`src/verilog/i2css_consts.vh`:
```
// Constants for the I2C slave status flag block: register map, field positions, codes.
`ifndef I2CSS_CONSTS_VH
`define I2CSS_CONSTS_VH
// ==========================================================================
// Register indices; the byte address on the bus is four times the index.
`define I2CSS_IDX_OWN_ADDR 16'hf784
`define I2CSS_IDX_MODE 16'hf78a
`define I2CSS_IDX_STATUS 16'hf78c
`define I2CSS_IDX_CLEAR 16'hf78e
`define I2CSS_IDX_IRQ_STAT 16'hf790
`define I2CSS_IDX_IRQ_MASK 16'hf792
// ==========================================================================
// Status and clear bit positions (shared layout).
`define I2CSS_B_WAKE_NACK 13
`define I2CSS_B_FOREIGN 12
`define I2CSS_B_START 11
`define I2CSS_B_STOP 10
`define I2CSS_B_DATA_DONE 9
`define I2CSS_B_ADDR_DONE 8
`define I2CSS_B_DIRECTION 4
`define I2CSS_B_ADDRESSED 3
`define I2CSS_B_BIT_ERROR 2
`define I2CSS_B_RX_ACK 1
`define I2CSS_FLAG_MASK 16'h3f1e
`define I2CSS_RESET_16 16'h0000
// ==========================================================================
// Mode register fields.
`define I2CSS_M_ENABLE 0
`define I2CSS_M_SELF_ONLY 2
`define I2CSS_M_RESTART_OTHER 4
`define I2CSS_M_STOP_IRQ 5
`define I2CSS_M_START_IRQ 6
`define I2CSS_MODE_MASK 8'h75
// ==========================================================================
// Link state codes and bit counts.
`define I2CSS_ST_IDLE 2'h0
`define I2CSS_ST_ADDR 2'h1
`define I2CSS_ST_DATA 2'h2
`define I2CSS_ST_SKIP 2'h3
`define I2CSS_CNT_ACK 4'h8
`define I2CSS_CNT_END 4'h9
`define I2CSS_CNT_ZERO 4'h0
`endif

```
`src/verilog/i2css_top.v`:
```
// I2C slave status flags, clear register, slave byte engine and Avalon-MM register slave.
`include "i2css_consts.vh"

module i2css_top #(
   parameter ADDR_W = 18
) (
   input wire i_clock,
   input wire i_rst_b,
   input wire [ADDR_W-1:0] i_avs_address,
   input wire i_avs_read,
   input wire i_avs_write,
   input wire [31:0] i_avs_writedata,
   input wire [3:0] i_avs_byteenable,
   output wire [31:0] o_avs_readdata,
   output wire o_avs_waitrequest,
   input wire i_scl,
   input wire i_sda,
   output wire o_sda_out,
   output wire o_sda_oe_b,
   input wire i_deep_standby,
   input wire [7:0] i_tx_data,
   output wire [7:0] o_rx_byte,
   output wire o_wake,
   output wire o_irq
);

   // ==========================================================================
   // Helpers.
   function hit;
      input [ADDR_W-1:0] addr;
      input [15:0] idx;
      begin
         hit = (addr[ADDR_W-1:2] == idx);
      end
   endfunction

   function [15:0] lanes;
      input [3:0] be;
      begin
         lanes = {{8{be[1]}}, {8{be[0]}}};
      end
   endfunction

   // ==========================================================================
   // Bus slave: one wait cycle, then waitrequest low for exactly one cycle.
   reg wait_q;
   reg [31:0] rdata_q;
   reg [31:0] rdata_d;
   reg [15:0] flag_q;
   reg [15:0] flag_d;
   reg [15:0] irq_stat_q;
   reg [15:0] irq_stat_d;
   reg [15:0] irq_mask_q;
   reg [7:0] mode_q;
   reg [6:0] own_addr_q;
   reg irq_q;
   wire req = i_avs_read | i_avs_write;
   wire commit = req & ~wait_q;
   wire wr = commit & i_avs_write;
   wire [15:0] wmask = i_avs_writedata[15:0] & lanes(i_avs_byteenable);
   wire en = mode_q[`I2CSS_M_ENABLE];
   wire start_en = mode_q[`I2CSS_M_START_IRQ];
   wire stop_en = mode_q[`I2CSS_M_STOP_IRQ];
   // Of bus writes, only clear writes and a mode write that drops the enable touch the flags; a write to the status index is dropped.
   // Byte lanes that are not enabled clear nothing, so a byte write spares the other half.
   wire [15:0] sw_clr = wr_to(`I2CSS_IDX_CLEAR) ? wmask : `I2CSS_RESET_16;
   wire irq_rd_clr = commit & i_avs_read & hit(i_avs_address, `I2CSS_IDX_IRQ_STAT);

   // A write lands only at the edge that commits it, never in the wait cycle.
   function wr_to;
      input [15:0] idx;
      begin
         wr_to = wr && hit(i_avs_address, idx);
      end
   endfunction

   always @* begin
      rdata_d = 32'h0000_0000;
      if (i_avs_read && wait_q) begin
         if (hit(i_avs_address, `I2CSS_IDX_STATUS))
            rdata_d = {16'h0000, flag_q};
         else if (hit(i_avs_address, `I2CSS_IDX_MODE))
            rdata_d = {24'h00_0000, mode_q};
         else if (hit(i_avs_address, `I2CSS_IDX_OWN_ADDR))
            rdata_d = {24'h00_0000, own_addr_q, 1'b0};
         else if (hit(i_avs_address, `I2CSS_IDX_IRQ_STAT))
            rdata_d = {16'h0000, irq_stat_q};
         else if (hit(i_avs_address, `I2CSS_IDX_IRQ_MASK))
            rdata_d = {16'h0000, irq_mask_q};
      end
   end

   always @(posedge i_clock) begin
      if (!i_rst_b) begin
         wait_q <= 1'b1;
         rdata_q <= 32'h0000_0000;
         mode_q <= 8'h00;
         own_addr_q <= 7'h00;
         irq_mask_q <= `I2CSS_RESET_16;
      end else begin
         wait_q <= ~(req & wait_q);
         rdata_q <= rdata_d;
         // Reserved mode bits are masked so that they always read back as zero.
         if (wr_to(`I2CSS_IDX_MODE) && i_avs_byteenable[0])
            mode_q <= i_avs_writedata[7:0] & `I2CSS_MODE_MASK;
         if (wr_to(`I2CSS_IDX_OWN_ADDR) && i_avs_byteenable[0])
            own_addr_q <= i_avs_writedata[7:1];
         if (wr_to(`I2CSS_IDX_IRQ_MASK))
            irq_mask_q <= (irq_mask_q & ~lanes(i_avs_byteenable)) | (wmask & `I2CSS_FLAG_MASK);
      end
   end

   // ==========================================================================
   // Pin synchronisers: three stages, a level counts once stages two and three agree.
   // The price is some four clocks of latency on every line edge. A master must
   // hold the link clock low for more than five system clocks, or the slave would
   // move its data drive while the clock is already high again.
   reg [2:0] scl_sync_q;
   reg [2:0] sda_sync_q;
   reg scl_q;
   reg sda_q;
   reg scl_prev_q;
   reg sda_prev_q;

   always @(posedge i_clock) begin
      if (!i_rst_b) begin
         scl_sync_q <= 3'h7;
         sda_sync_q <= 3'h7;
         scl_q <= 1'b1;
         sda_q <= 1'b1;
         scl_prev_q <= 1'b1;
         sda_prev_q <= 1'b1;
      end else begin
         scl_sync_q <= {scl_sync_q[1:0], i_scl};
         sda_sync_q <= {sda_sync_q[1:0], i_sda};
         if (scl_sync_q[1] == scl_sync_q[2])
            scl_q <= scl_sync_q[2];
         if (sda_sync_q[1] == sda_sync_q[2])
            sda_q <= sda_sync_q[2];
         scl_prev_q <= scl_q;
         sda_prev_q <= sda_q;
      end
   end

   wire scl_rise = scl_q & ~scl_prev_q;
   wire scl_fall = ~scl_q & scl_prev_q;
   wire start_ev = scl_q & scl_prev_q & sda_prev_q & ~sda_q;
   wire stop_ev = scl_q & scl_prev_q & ~sda_prev_q & sda_q;

   // ==========================================================================
   // Slave byte engine. Events are registered pulses that feed the flags next cycle.
   reg [1:0] state_q;
   reg [1:0] state_d;
   reg [3:0] cnt_q;
   reg [3:0] cnt_d;
   reg [7:0] shift_q;
   reg [7:0] shift_d;
   reg [7:0] tx_q;
   reg [7:0] tx_d;
   reg rw_q;
   reg rw_d;
   reg drive_q;
   reg drive_d;
   reg err_hold_q;
   reg err_hold_d;
   reg [7:0] rx_q;
   reg [7:0] rx_d;
   reg wake_q;
   reg wake_d;
   reg [15:0] set_q;
   reg [15:0] set_d;
   reg [15:0] hwclr_q;
   reg [15:0] hwclr_d;
   wire match = (shift_q[7:1] == own_addr_q);

   always @* begin
      state_d = state_q;
      cnt_d = cnt_q;
      shift_d = shift_q;
      tx_d = tx_q;
      rw_d = rw_q;
      drive_d = drive_q;
      err_hold_d = err_hold_q;
      rx_d = rx_q;
      wake_d = 1'b0;
      set_d = `I2CSS_RESET_16;
      hwclr_d = `I2CSS_RESET_16;
      if (!en) begin
         state_d = `I2CSS_ST_IDLE;
         drive_d = 1'b0;
         err_hold_d = 1'b0;
      end else if (start_ev) begin
         state_d = `I2CSS_ST_ADDR;
         cnt_d = `I2CSS_CNT_ZERO;
         drive_d = 1'b0;
         err_hold_d = 1'b0;
         set_d[`I2CSS_B_START] = start_en;
      end else if (stop_ev) begin
         state_d = `I2CSS_ST_IDLE;
         drive_d = 1'b0;
         err_hold_d = 1'b0;
         set_d[`I2CSS_B_STOP] = stop_en;
         hwclr_d[`I2CSS_B_DIRECTION] = 1'b1;
      end else if (state_q == `I2CSS_ST_ADDR || state_q == `I2CSS_ST_DATA) begin
         if (scl_rise) begin
            cnt_d = cnt_q + 4'h1;
            if (cnt_q < `I2CSS_CNT_ACK) begin
               shift_d = {shift_q[6:0], sda_q};
               if (state_q == `I2CSS_ST_DATA && rw_q && !err_hold_q && sda_q != tx_q[7]) begin
                  set_d[`I2CSS_B_BIT_ERROR] = 1'b1;
                  err_hold_d = 1'b1;
                  drive_d = 1'b0;
               end
            end else begin
               // Acknowledge slot sampled on the rising clock.
               set_d[`I2CSS_B_RX_ACK] = sda_q;
               hwclr_d[`I2CSS_B_RX_ACK] = ~sda_q;
               if (state_q == `I2CSS_ST_DATA) begin
                  set_d[`I2CSS_B_DATA_DONE] = 1'b1;
                  if (!rw_q)
                     rx_d = shift_q;
                  else if (sda_q)
                     state_d = `I2CSS_ST_SKIP;
               end
            end
         end else if (scl_fall) begin
            if (cnt_q == `I2CSS_CNT_ACK) begin
               if (state_q == `I2CSS_ST_ADDR) begin
                  if (match && i_deep_standby) begin
                     // Woken by our address: nack stays on the line, no data flags.
                     set_d[`I2CSS_B_WAKE_NACK] = 1'b1;
                     wake_d = 1'b1;
                     drive_d = 1'b0;
                     state_d = `I2CSS_ST_SKIP;
                  end else if (match) begin
                     set_d[`I2CSS_B_ADDR_DONE] = 1'b1;
                     set_d[`I2CSS_B_ADDRESSED] = 1'b1;
                     set_d[`I2CSS_B_DIRECTION] = shift_q[0];
                     hwclr_d[`I2CSS_B_DIRECTION] = ~shift_q[0];
                     rw_d = shift_q[0];
                     drive_d = 1'b1;
                  end else begin
                     set_d[`I2CSS_B_FOREIGN] = start_en;
                     state_d = `I2CSS_ST_SKIP;
                  end
               end else begin
                  drive_d = ~rw_q;
               end
            end else if (cnt_q == `I2CSS_CNT_END) begin
               // Byte over: any error hold lapses and the next byte starts.
               cnt_d = `I2CSS_CNT_ZERO;
               state_d = `I2CSS_ST_DATA;
               err_hold_d = 1'b0;
               tx_d = i_tx_data;
               drive_d = rw_q & ~i_tx_data[7];
            end else if (state_q == `I2CSS_ST_DATA && rw_q) begin
               tx_d = {tx_q[6:0], 1'b0};
               drive_d = ~tx_q[6] & ~err_hold_q;
            end
         end
      end
   end

   always @(posedge i_clock) begin
      if (!i_rst_b) begin
         state_q <= `I2CSS_ST_IDLE;
         cnt_q <= `I2CSS_CNT_ZERO;
         shift_q <= 8'h00;
         tx_q <= 8'h00;
         rw_q <= 1'b0;
         drive_q <= 1'b0;
         err_hold_q <= 1'b0;
         rx_q <= 8'h00;
         wake_q <= 1'b0;
         set_q <= `I2CSS_RESET_16;
         hwclr_q <= `I2CSS_RESET_16;
      end else begin
         state_q <= state_d;
         cnt_q <= cnt_d;
         shift_q <= shift_d;
         tx_q <= tx_d;
         rw_q <= rw_d;
         drive_q <= drive_d;
         err_hold_q <= err_hold_d;
         rx_q <= rx_d;
         wake_q <= wake_d;
         set_q <= set_d;
         hwclr_q <= hwclr_d;
      end
   end

   // ==========================================================================
   // Flags and interrupt. A set in the same cycle as a clear wins.
   // Losing a set to a clear would hide a whole bus event from software, while a
   // flag that survives a clear costs only one more read.
   reg sda_out_q;

   always @* begin
      if (!en)
         flag_d = `I2CSS_RESET_16;
      else
         flag_d = ((flag_q & ~sw_clr & ~hwclr_q) | set_q) & `I2CSS_FLAG_MASK;
      irq_stat_d = ((irq_stat_q & ~{16{irq_rd_clr}}) | set_q) & `I2CSS_FLAG_MASK;
   end

   always @(posedge i_clock) begin
      if (!i_rst_b) begin
         flag_q <= `I2CSS_RESET_16;
         irq_stat_q <= `I2CSS_RESET_16;
         irq_q <= 1'b0;
         sda_out_q <= 1'b0;
      end else begin
         // The pin is open drain: it only ever pulls low, so the level stays low.
         sda_out_q <= 1'b0;
         flag_q <= flag_d;
         irq_stat_q <= irq_stat_d;
         irq_q <= |(irq_stat_d & irq_mask_q);
      end
   end

   assign o_avs_readdata = rdata_q;
   assign o_avs_waitrequest = wait_q;
   // The engine's drive_q decides whether the line is pulled; a cleared enable only forces it off.
   assign o_sda_out = sda_out_q;
   assign o_sda_oe_b = ~drive_q;
   assign o_rx_byte = rx_q;
   assign o_wake = wake_q;
   assign o_irq = irq_q;

endmodule
```
`config.mk`:
```
export PLATFORM = sky130hd
export DESIGN_NAME = i2css_top
export DESIGN_NICKNAME = d
export VERILOG_FILES = /design/src/verilog/i2css_top.v
export VERILOG_INCLUDE_DIRS = /design/src /design/src/verilog
export SDC_FILE = /design/constraint.sdc
export NUM_CORES = 1
export LEC_CHECK = 0
export BUFFER_PORTS_ARGS = -buffer_cell sky130_fd_sc_hd__buf_2
export CORE_ASPECT_RATIO = 1.5
export CORE_MARGIN = 5
export CORE_UTILIZATION = 40
export CTS_CLUSTER_SIZE = 24
export DETAILED_ROUTE_END_ITERATION = 10
export SYNTH_ARGS = -nofsm -noshare
export SYNTH_HDL_FRONTEND = slang
export SYNTH_SLANG_ARGS = --single-unit
export TNS_END_PERCENT = 20
```
`constraint.sdc`:
```
create_clock -name i_clock -period 3.3 [get_ports i_clock]
set_input_delay 0.33 -clock i_clock [delete_from_list [all_inputs] [get_ports i_clock]]
set_output_delay 0.33 -clock i_clock [all_outputs]
set_load 0.01 [all_outputs]
```
==> results of run 1 <==
==> worst max-delay path by stage <==
stage,slack (ns),to,depth (start not counted)
final,1.04,rw_q,7
after global routing,0.85,rw_q,7
after CTS,1.04,rw_q,7
after detailed placement,0.77,o_irq,7
after global placement,0.78,o_irq,7
after floorplan,1.24,flop,7
==> cell type report <==
cell class	count	area share [%]
sequential	120	37.7
timing repair buffer	81	6.64
clock buffer	21	7.23
multi-input combinational	400	40.7
clock inverter	11	3.06
tap	159	3.12
inverter	25	1.47
==> flip-flops by register name, summed over array words and instances (netlist names), 2 cells and up, named ones only <==
register	flops
tx_q	8
state_q	2
shift_q	8
set_q	9
o_rx_byte	8
scl_sync_q	3
flag_q	10
hwclr_q	2
irq_mask_q	6
o_avs_readdata	16
irq_stat_q	10
cnt_q	4
sda_sync_q	3
mode_q	5
own_addr_q	7
==> per-layer routing <==
| metal | part of all wire [%] | GRT usage, % | vias to the layer above |
|---|---|---|---|
| met5 | 0 | 0 | - |
| met4 | 2.2 | 6.74 | 0 |
| met3 | 5.2 | 4.95 | 19 |
| met2 | 53 | 30.7 | 122 |
| met1 | 40 | 18.9 | 2028 |
| li1 | - | - | 2159 |
==> power groups by stage <==
stage	logic [mW]	registers (mW)	clock network (mW)
2_1_floorplan	0.0644	1.49	0
3_3_place_gp	0.0974	1.49	0
3_5_place_dp	0.0988	1.49	0
4_1_cts	0.0995	1.46	2.06
5_1_grt	0.108	1.46	2.13
6_report	0.0990	1.46	2.03
==> cells by family after synthesis <==
family | Yosys count | share of synthesized area (%)
multiplexers | 46 | 8.71
other | 1 | 0.0709
adder cells (fa/ha/maj) | 8 | 1.89
flip-flops | 120 | 45.4
AND/OR/NAND/NOR | 199 | 20.5
buffers and inverters | 72 | 6.63
AO/OA/AOI/OAI | 118 | 14.8
XOR/XNOR | 12 | 1.99
==> through the flow <==
| stage | setup slack (ns) | hold slack (ns) | cell area [sq um] |
|---|---|---|---|
| floorplan | 1.24 | 0.386 | 5350 |
| global placement | 0.784 | 0.395 | 5710 |
| detailed placement | 0.774 | 0.399 | 5710 |
| CTS | 1.04 | 0.0950 | 6370 |
| global route | 0.849 | 0.101 | 6370 |
| finish | 1.04 | 0.105 | 6370 |
==> placed cells by master, fill, tap and decap left out, types with 19 or more instances in the layout <==
cell type / netlist / routed
sky130_fd_sc_hd__a22oi_1: 19 / 19
sky130_fd_sc_hd__nand3_1: 19 / 19
sky130_fd_sc_hd__mux2i_1: 46 / 46
sky130_fd_sc_hd__a21oi_1: 35 / 35
sky130_fd_sc_hd__dfxtp_1: 120 / 120
sky130_fd_sc_hd__buf_2: 7 / 74
sky130_fd_sc_hd__inv_1: 25 / 25
sky130_fd_sc_hd__nand2_1: 21 / 21
sky130_fd_sc_hd__nor2_1: 76 / 76
==> summary.md, run 1 <==
| Metric | Value |
|---|---|
| Outcome | `finished, final reports clean` |
| Post-CTS Hold Buffers | `0` |
| DIE WIDTH | `104 microns` |
| Cell row count | `between 50 and 60` |
| Drt wl/cell | `between 15 and 20 microns` |
| Resized Gates After CTS | `0` |
| Post-detailed-route DRC marker count | `0` |
| Req. time, crit path | `between 3 and 4 ns` |
| CTS H-tree depth | `4` |
| Cell with the largest stage delay on the worst path | `sky130_fd_sc_hd__or4_1` |
| Share of synthesized registers carrying an async set or reset | `0%` |
| Proportion of netlist area held by the largest area contributor | `between 40% and 50%` |
| Layout overhead on the synthesized area | `20.4%` |
| Endpoint class of the critical path | `flop` |
| Wire length of the first global-routing pass | `around 21,000 microns` |
| Num ports | `between 100 and 150` |
| Sequential element share of the synthesized area | `a little under half` |
| Measured slew at the worst slew-check pin | `0.724 ns` |
| Slew Viols, Final | `0` |
| Fmax achieved | `around 440 MHz` |
| Hold Path Origin | `i_sda` |
| Max-slew headroom at the worst pin | `51.4%` |
| Die span in y | `151 microns` |
| Number of buffers added on ports | `between 70 and 80` |
| Flop pwr share | `40.7%` |
| Buffers inserted by post-CTS timing repair | `0` |
| Number of diodes added for antenna fixing | `0` |
| Sum of internal, switching and leakage power | `approximately 3.6 mW` |
| Distinct cell type count after synthesis | `60` |
| Start of the worst register-to-register path | `scl_prev_q` |
| Top fanout value on the critical path | `10` |
| Reported leakage power | `around 2.6 nW` |
| TritonCTS clock tree | `yes` |
| Category of the most critical setup path | `flop to flop` |
| Routed vias | `4,328` |
| Synthesized instance count | `576` |
| Final std cells w/o fill | `817` |
| Critical path startpoint | `scl_prev_q` |
| Crit share post-route | `68.4%` |
| Std-Cell Core Area | `between 10,000 and 15,000 sq um` |
| End-of-flow core utilization | `about half` |
| Number of max-cap violations | `0` |
| Placed wire-length estimate | `around 9700 microns` |
| Cell chosen for the clock root | `sky130_fd_sc_hd__clkbuf_16` |
| Overall routing resource usage | `approximately 17%` |
| Num Clock Sinks | `120` |
| Clk buf depth | `2` |
| Worst Hold Endpoint | `sda_sync_q[0]` |
| Startpoint Class | `flop` |
| Maximum number of pins on one net before global-route repair | `between 50 and 60` |
| Num CTS Buffers | `17` |
| Clock latency on the worst-skew pair | `roughly 0.41 ns` |
| Sequential cell area | `2400 sq um` |
| RR Endpoint | `rw_q` |
| Total of flip-flops plus latches after synthesis | `120` |
| Footprint of the multi-input gates | `about 2600 sq um` |
| Class of the worst hold path | `input port to flop` |
| Clock share of power | `56.6%` |
| Number of flops mapped to enable cells by yosys | `0` |
| Die footprint | `approximately 16,000 sq um` |
| Inst Count DP | `roughly 790` |
| CP cell instances | `inv_1 > ha_1 > nor4bb_1 > and2_0 > nand2_1 > or4_1 > a21oi_1` |
| Number of global-route vias before repair | `4,236` |
| Net count, final | `722` |
| Cell-internal power | `roughly 2.9 mW` |
| Fraction of layout instances using a drive strength above 1 | `a little under a fifth` |
| Number of warning messages in the yosys log | `0` |
| Worst Reg-to-Reg Cells | `7` |
| Setup slack of the worst register-to-register path | `roughly 1.0 ns` |
| Clock Skew | `roughly 0.0086 ns` |
| Avg Synthesized Cell Area | `between 9 and 10 sq um` |
| Final wirelength | `between 10,000 and 15,000 microns` |
| Hold Fails Final Rpt | `0` |
| Post-synth top flop | `sky130_fd_sc_hd__dfxtp_1` |
| Switching power | `0.714 mW` |
| CP delay by family, top | `simple AND/OR/NAND/NOR gates` |
| DRT antenna net count | `0` |
| Count of endpoints failing setup in the final report | `0` |
| Final weighted congestion in routability-driven placement | `0.887` |
| Crit path buf inv count | `1` |
| Min Tclk post-route | `2.26 ns` |
| Max rail drop VDD | `304 uV` |
| Via-per-instance ratio | `roughly 5.3` |
| Most common cell in the synthesized netlist | `sky130_fd_sc_hd__dfxtp_1` |
| Clk pin slew, worst setup/hold paths | `0.05 ns` |
| Drt first pass iters | `5` |
| Initial detailed-routing violation count | `~180` |
| Fin Setup TNS | `0 ns` |
| Number of antenna violations at the first check in global routing | `0` |
| Total gr overflow | `0` |
| Power share of the combinational group | `2.8%` |
| Post-synthesis instance area | `roughly 5300 sq um` |
| Cells on Worst Hold Path | `2` |
| Power per cell area | `562 nW/um^2` |
| Starting utilization of the core area | `40.8%` |
| Switching share of power | `19.9%` |
| Synth cell count leaders | `120 x sky130_fd_sc_hd__dfxtp_1, 76 x sky130_fd_sc_hd__nor2_1, 46 x sky130_fd_sc_hd__mux2i_1` |
| Library cell with the largest summed area after synthesis | `sky130_fd_sc_hd__dfxtp_1` |
| Endpoint arrival time on the critical path | `between 2 and 3 ns` |
| Top post-synthesis cells by area | `sky130_fd_sc_hd__dfxtp_1 45%, sky130_fd_sc_hd__mux2i_1 8.7%, sky130_fd_sc_hd__nor2_1 5.4%, sky130_fd_sc_hd__a21oi_1 3.3%, sky130_fd_sc_hd__a22oi_1 2.7%` |
| Setup repair after global routing missed its margin | `no` |
| Filler cell count in the final layout | `roughly 1,300` |
| Max stage delay on crit path | `between 0.4 and 0.5 ns` |
No activity file was read; power rests on OpenSTA's default activity.
==> run 2: changes to the inputs <==
Clock period 3.3 ns to 2.2 ns, I/O delays scaled along.
==> run 2 against run 1 <==
- hold slack worse by 0.071 ns
- fmax up 8.8%
- sequential power increased by 50%
- largest cell class unchanged
- count of clock-buffer cells in the layout is 3 higher
- core utilization rose by 1.5 points
- clock power grew 39%
- power is 45% higher
- sequential share of layout area decreased by 1.1 points
- critical path depth stayed put
- final area is 3.0% higher
- first-iteration DRC count up 44%
- largest power group unchanged
- cell count increased by 3.4%
==> summary.md, run 2 (synthesized netlist as in run 1, its figures left out) <==
| Metric | Value |
|---|---|
| Most common cell type on the critical path | `sky130_fd_sc_hd__nor2_1` |
| Overall routing resource usage | `~18%` |
| Slew Viols, Final | `0` |
| Net count, final | `between 700 and 800` |
| CP delay by family, top | `compound AO/OA/AOI/OAI gates` |
| DIE WIDTH | `a little over 100 microns` |
| Filler cell count in the final layout | `between 1,000 and 1,500` |
| Hold Slack | `~0.034 ns` |
| Wire length of the first global-routing pass | `22,200 microns` |
| Std-Cell Core Area | `about 13,000 sq um` |
| Endpoint arrival time on the critical path | `2.36 ns` |
| Final std cells w/o fill | `845` |
| Crit path buf inv count | `1` |
| Number of max-cap violations | `0` |
| Clk buf depth | `2` |
| Leading cell types in the layout, fill and taps excluded | `120 x sky130_fd_sc_hd__dfxtp_1, 76 x sky130_fd_sc_hd__nor2_1, 74 x sky130_fd_sc_hd__buf_2, 46 x sky130_fd_sc_hd__mux2i_1, 35 x sky130_fd_sc_hd__a21oi_1` |
| Number of cells on the critical path | `7` |
| Max rail drop VDD | `422 uV` |
| Maximum number of pins on one net before global-route repair | `58` |
| Number of antenna violations at the first check in global routing | `0` |
| Cell chosen for the clock root | `sky130_fd_sc_hd__clkbuf_16` |
| TritonCTS clock tree | `yes` |
| Layout overhead on the synthesized area | `24.0%` |
| Post-detailed-route DRC marker count | `0` |
| Starting utilization of the core area | `between 40% and 50%` |
| Fmax achieved | `just under 500 MHz` |
| Largest register FFs | `16` |
| Fraction of layout instances using a drive strength above 1 | `about 21%` |
| Initial detailed-routing violation count | `261` |
| Most frequent standard cell in the layout excluding fill and tap cells | `sky130_fd_sc_hd__dfxtp_1` |
| Number of diodes added for antenna fixing | `0` |
| DRT antenna net count | `0` |
| Number of buffers added on ports | `between 70 and 80` |
| Inst Count DP | `811` |
| Cell with the largest stage delay on the worst path | `sky130_fd_sc_hd__dfxtp_1` |
| Placed wire-length estimate | `~10,000 microns` |
| Startpoint Class | `flop` |
| Max stage delay on crit path | `0.40 ns` |
| CTS H-tree depth | `4` |
| Req. time, crit path | `2.49 ns` |
| Class of the worst hold path | `input port to flop` |
| Clk pin slew, worst setup/hold paths | `0.06 ns` |
| Via-per-instance ratio | `5.32` |
| Category of the most critical setup path | `flop to flop` |
| Max-slew headroom at the worst pin | `between 50% and 60%` |
| Hold Fails Final Rpt | `0` |
| Cell row count | `51` |
| Cells on Worst Hold Path | `2` |
| Final wirelength | `roughly 14,000 microns` |
| Die footprint | `around 16,000 sq um` |
| Endpoint class of the critical path | `flop` |
| Routed vias | `between 4,000 and 5,000` |
| Number of global-route vias before repair | `about 4,500` |
| Clock latency on the worst-skew pair | `0.41 ns` |
| Min Tclk post-route | `slightly above 2 ns` |
| Final weighted congestion in routability-driven placement | `between 0.9 and 1` |
| Fin Setup TNS | `0 ns` |
| Clock Skew | `0.00883 ns` |
| Drt wl/cell | `approximately 16 microns` |
| Worst Reg-to-Reg Cells | `7` |
| CP cell instances | `inv_1 > ha_1 > nor2_1 > o221ai_1 > a21oi_1 > mux2i_1 > nor2_1` |
| Power per cell area | `789 nW/um^2` |
| Outcome | `finished, final reports clean` |
| Measured slew at the worst slew-check pin | `0.622 ns` |
| Crit share post-route | `between 90% and 100%` |
| Die span in y | `between 150 and 200 microns` |
| Total gr overflow | `0` |
| Drt first pass iters | `5` |
| Reported leakage power | `2.75 nW` |
| Num Clock Sinks | `120` |
| Num CTS Buffers | `17` |
| Count of endpoints failing setup in the final report | `0` |
| Num ports | `around 110` |
| Top fanout value on the critical path | `8` |
run 2: cell types whose count changed in the layout (fill, tap and decap cells not counted), sizes merged:
cell         change
clkinvlp         -2
dlygate4sd3      +2
bufinv           -2
clkinv           +1
clkbuf           +3
buf             +26
run 2: worst register-to-register path, cell delays in order, from the launching register on:
cell and delay (ns):
sky130_fd_sc_hd__dfxtp_1 0.40, sky130_fd_sc_hd__inv_1 0.09, sky130_fd_sc_hd__ha_1 0.40, sky130_fd_sc_hd__nor2_1 0.27, sky130_fd_sc_hd__o221ai_1 0.23, sky130_fd_sc_hd__a21oi_1 0.29
sky130_fd_sc_hd__mux2i_1 0.22, sky130_fd_sc_hd__nor2_1 0.05
run 2: path summary, 6_finish.rpt:
path / from / to / slack, ns
min reg2reg: sda_sync_q[0] / sda_sync_q[1] / 0.40
max: state_q[0] / cnt_q[1] / 0.13
min: i_avs_write / o_avs_waitrequest / 0.03
max reg2reg: state_q[0] / cnt_q[1] / 0.13
run 2: layout make-up:
class                           count  area, sq um  area share [%]
Multi-Input combinational cell    400         2600            39.7
Sequential cell                   120         2400            36.6
Timing Repair Buffer              109          651            9.92
Clock buffer                       24          492            7.50
Tap cell                          159          199            3.03
Clock inverter                      8          118            1.79
Inverter                           25         93.8            1.43
run 2: power by group:
group	internal, mW	switching, mW
Sequential	2.18	0.00391
Combinational	0.0562	0.100
Clock	1.89	0.939
Total	4.13	1.04
run 2: metrics by stage:
stage	util [%]	area (sq um)	power (mW)	worst slack, ns
4_1_cts	50.6	6550	5.22	0.110
2_1_floorplan	-	5350	2.33	0.212
3_3_place_gp	45.7	5920	2.38	0.0467
3_5_place_dp	45.7	5920	2.38	0.0166
5_1_grt	50.6	6560	5.34	-0.00301
6_report	50.6	6560	5.18	0.127
run 2: layer usage:
| metal | up-vias | global-route usage [%] | part of all wire (%) |
|---|---|---|---|
| met3 | 25 | 4.56 | 4.7 |
| met1 | 2141 | 19.2 | 39 |
| met2 | 121 | 32.1 | 53 |
| met4 | 0 | 7.84 | 2.5 |
| li1 | 2206 | - | - |
| met5 | - | 0 | 0 |
run 2: timing repair:
action	in CTS	in global routing
endpoints found under the setup margin	0	11
hold buffers	2	0
gates resized for setup	0	3
hold endpoints to repair	2	0
setup buffers	0	0
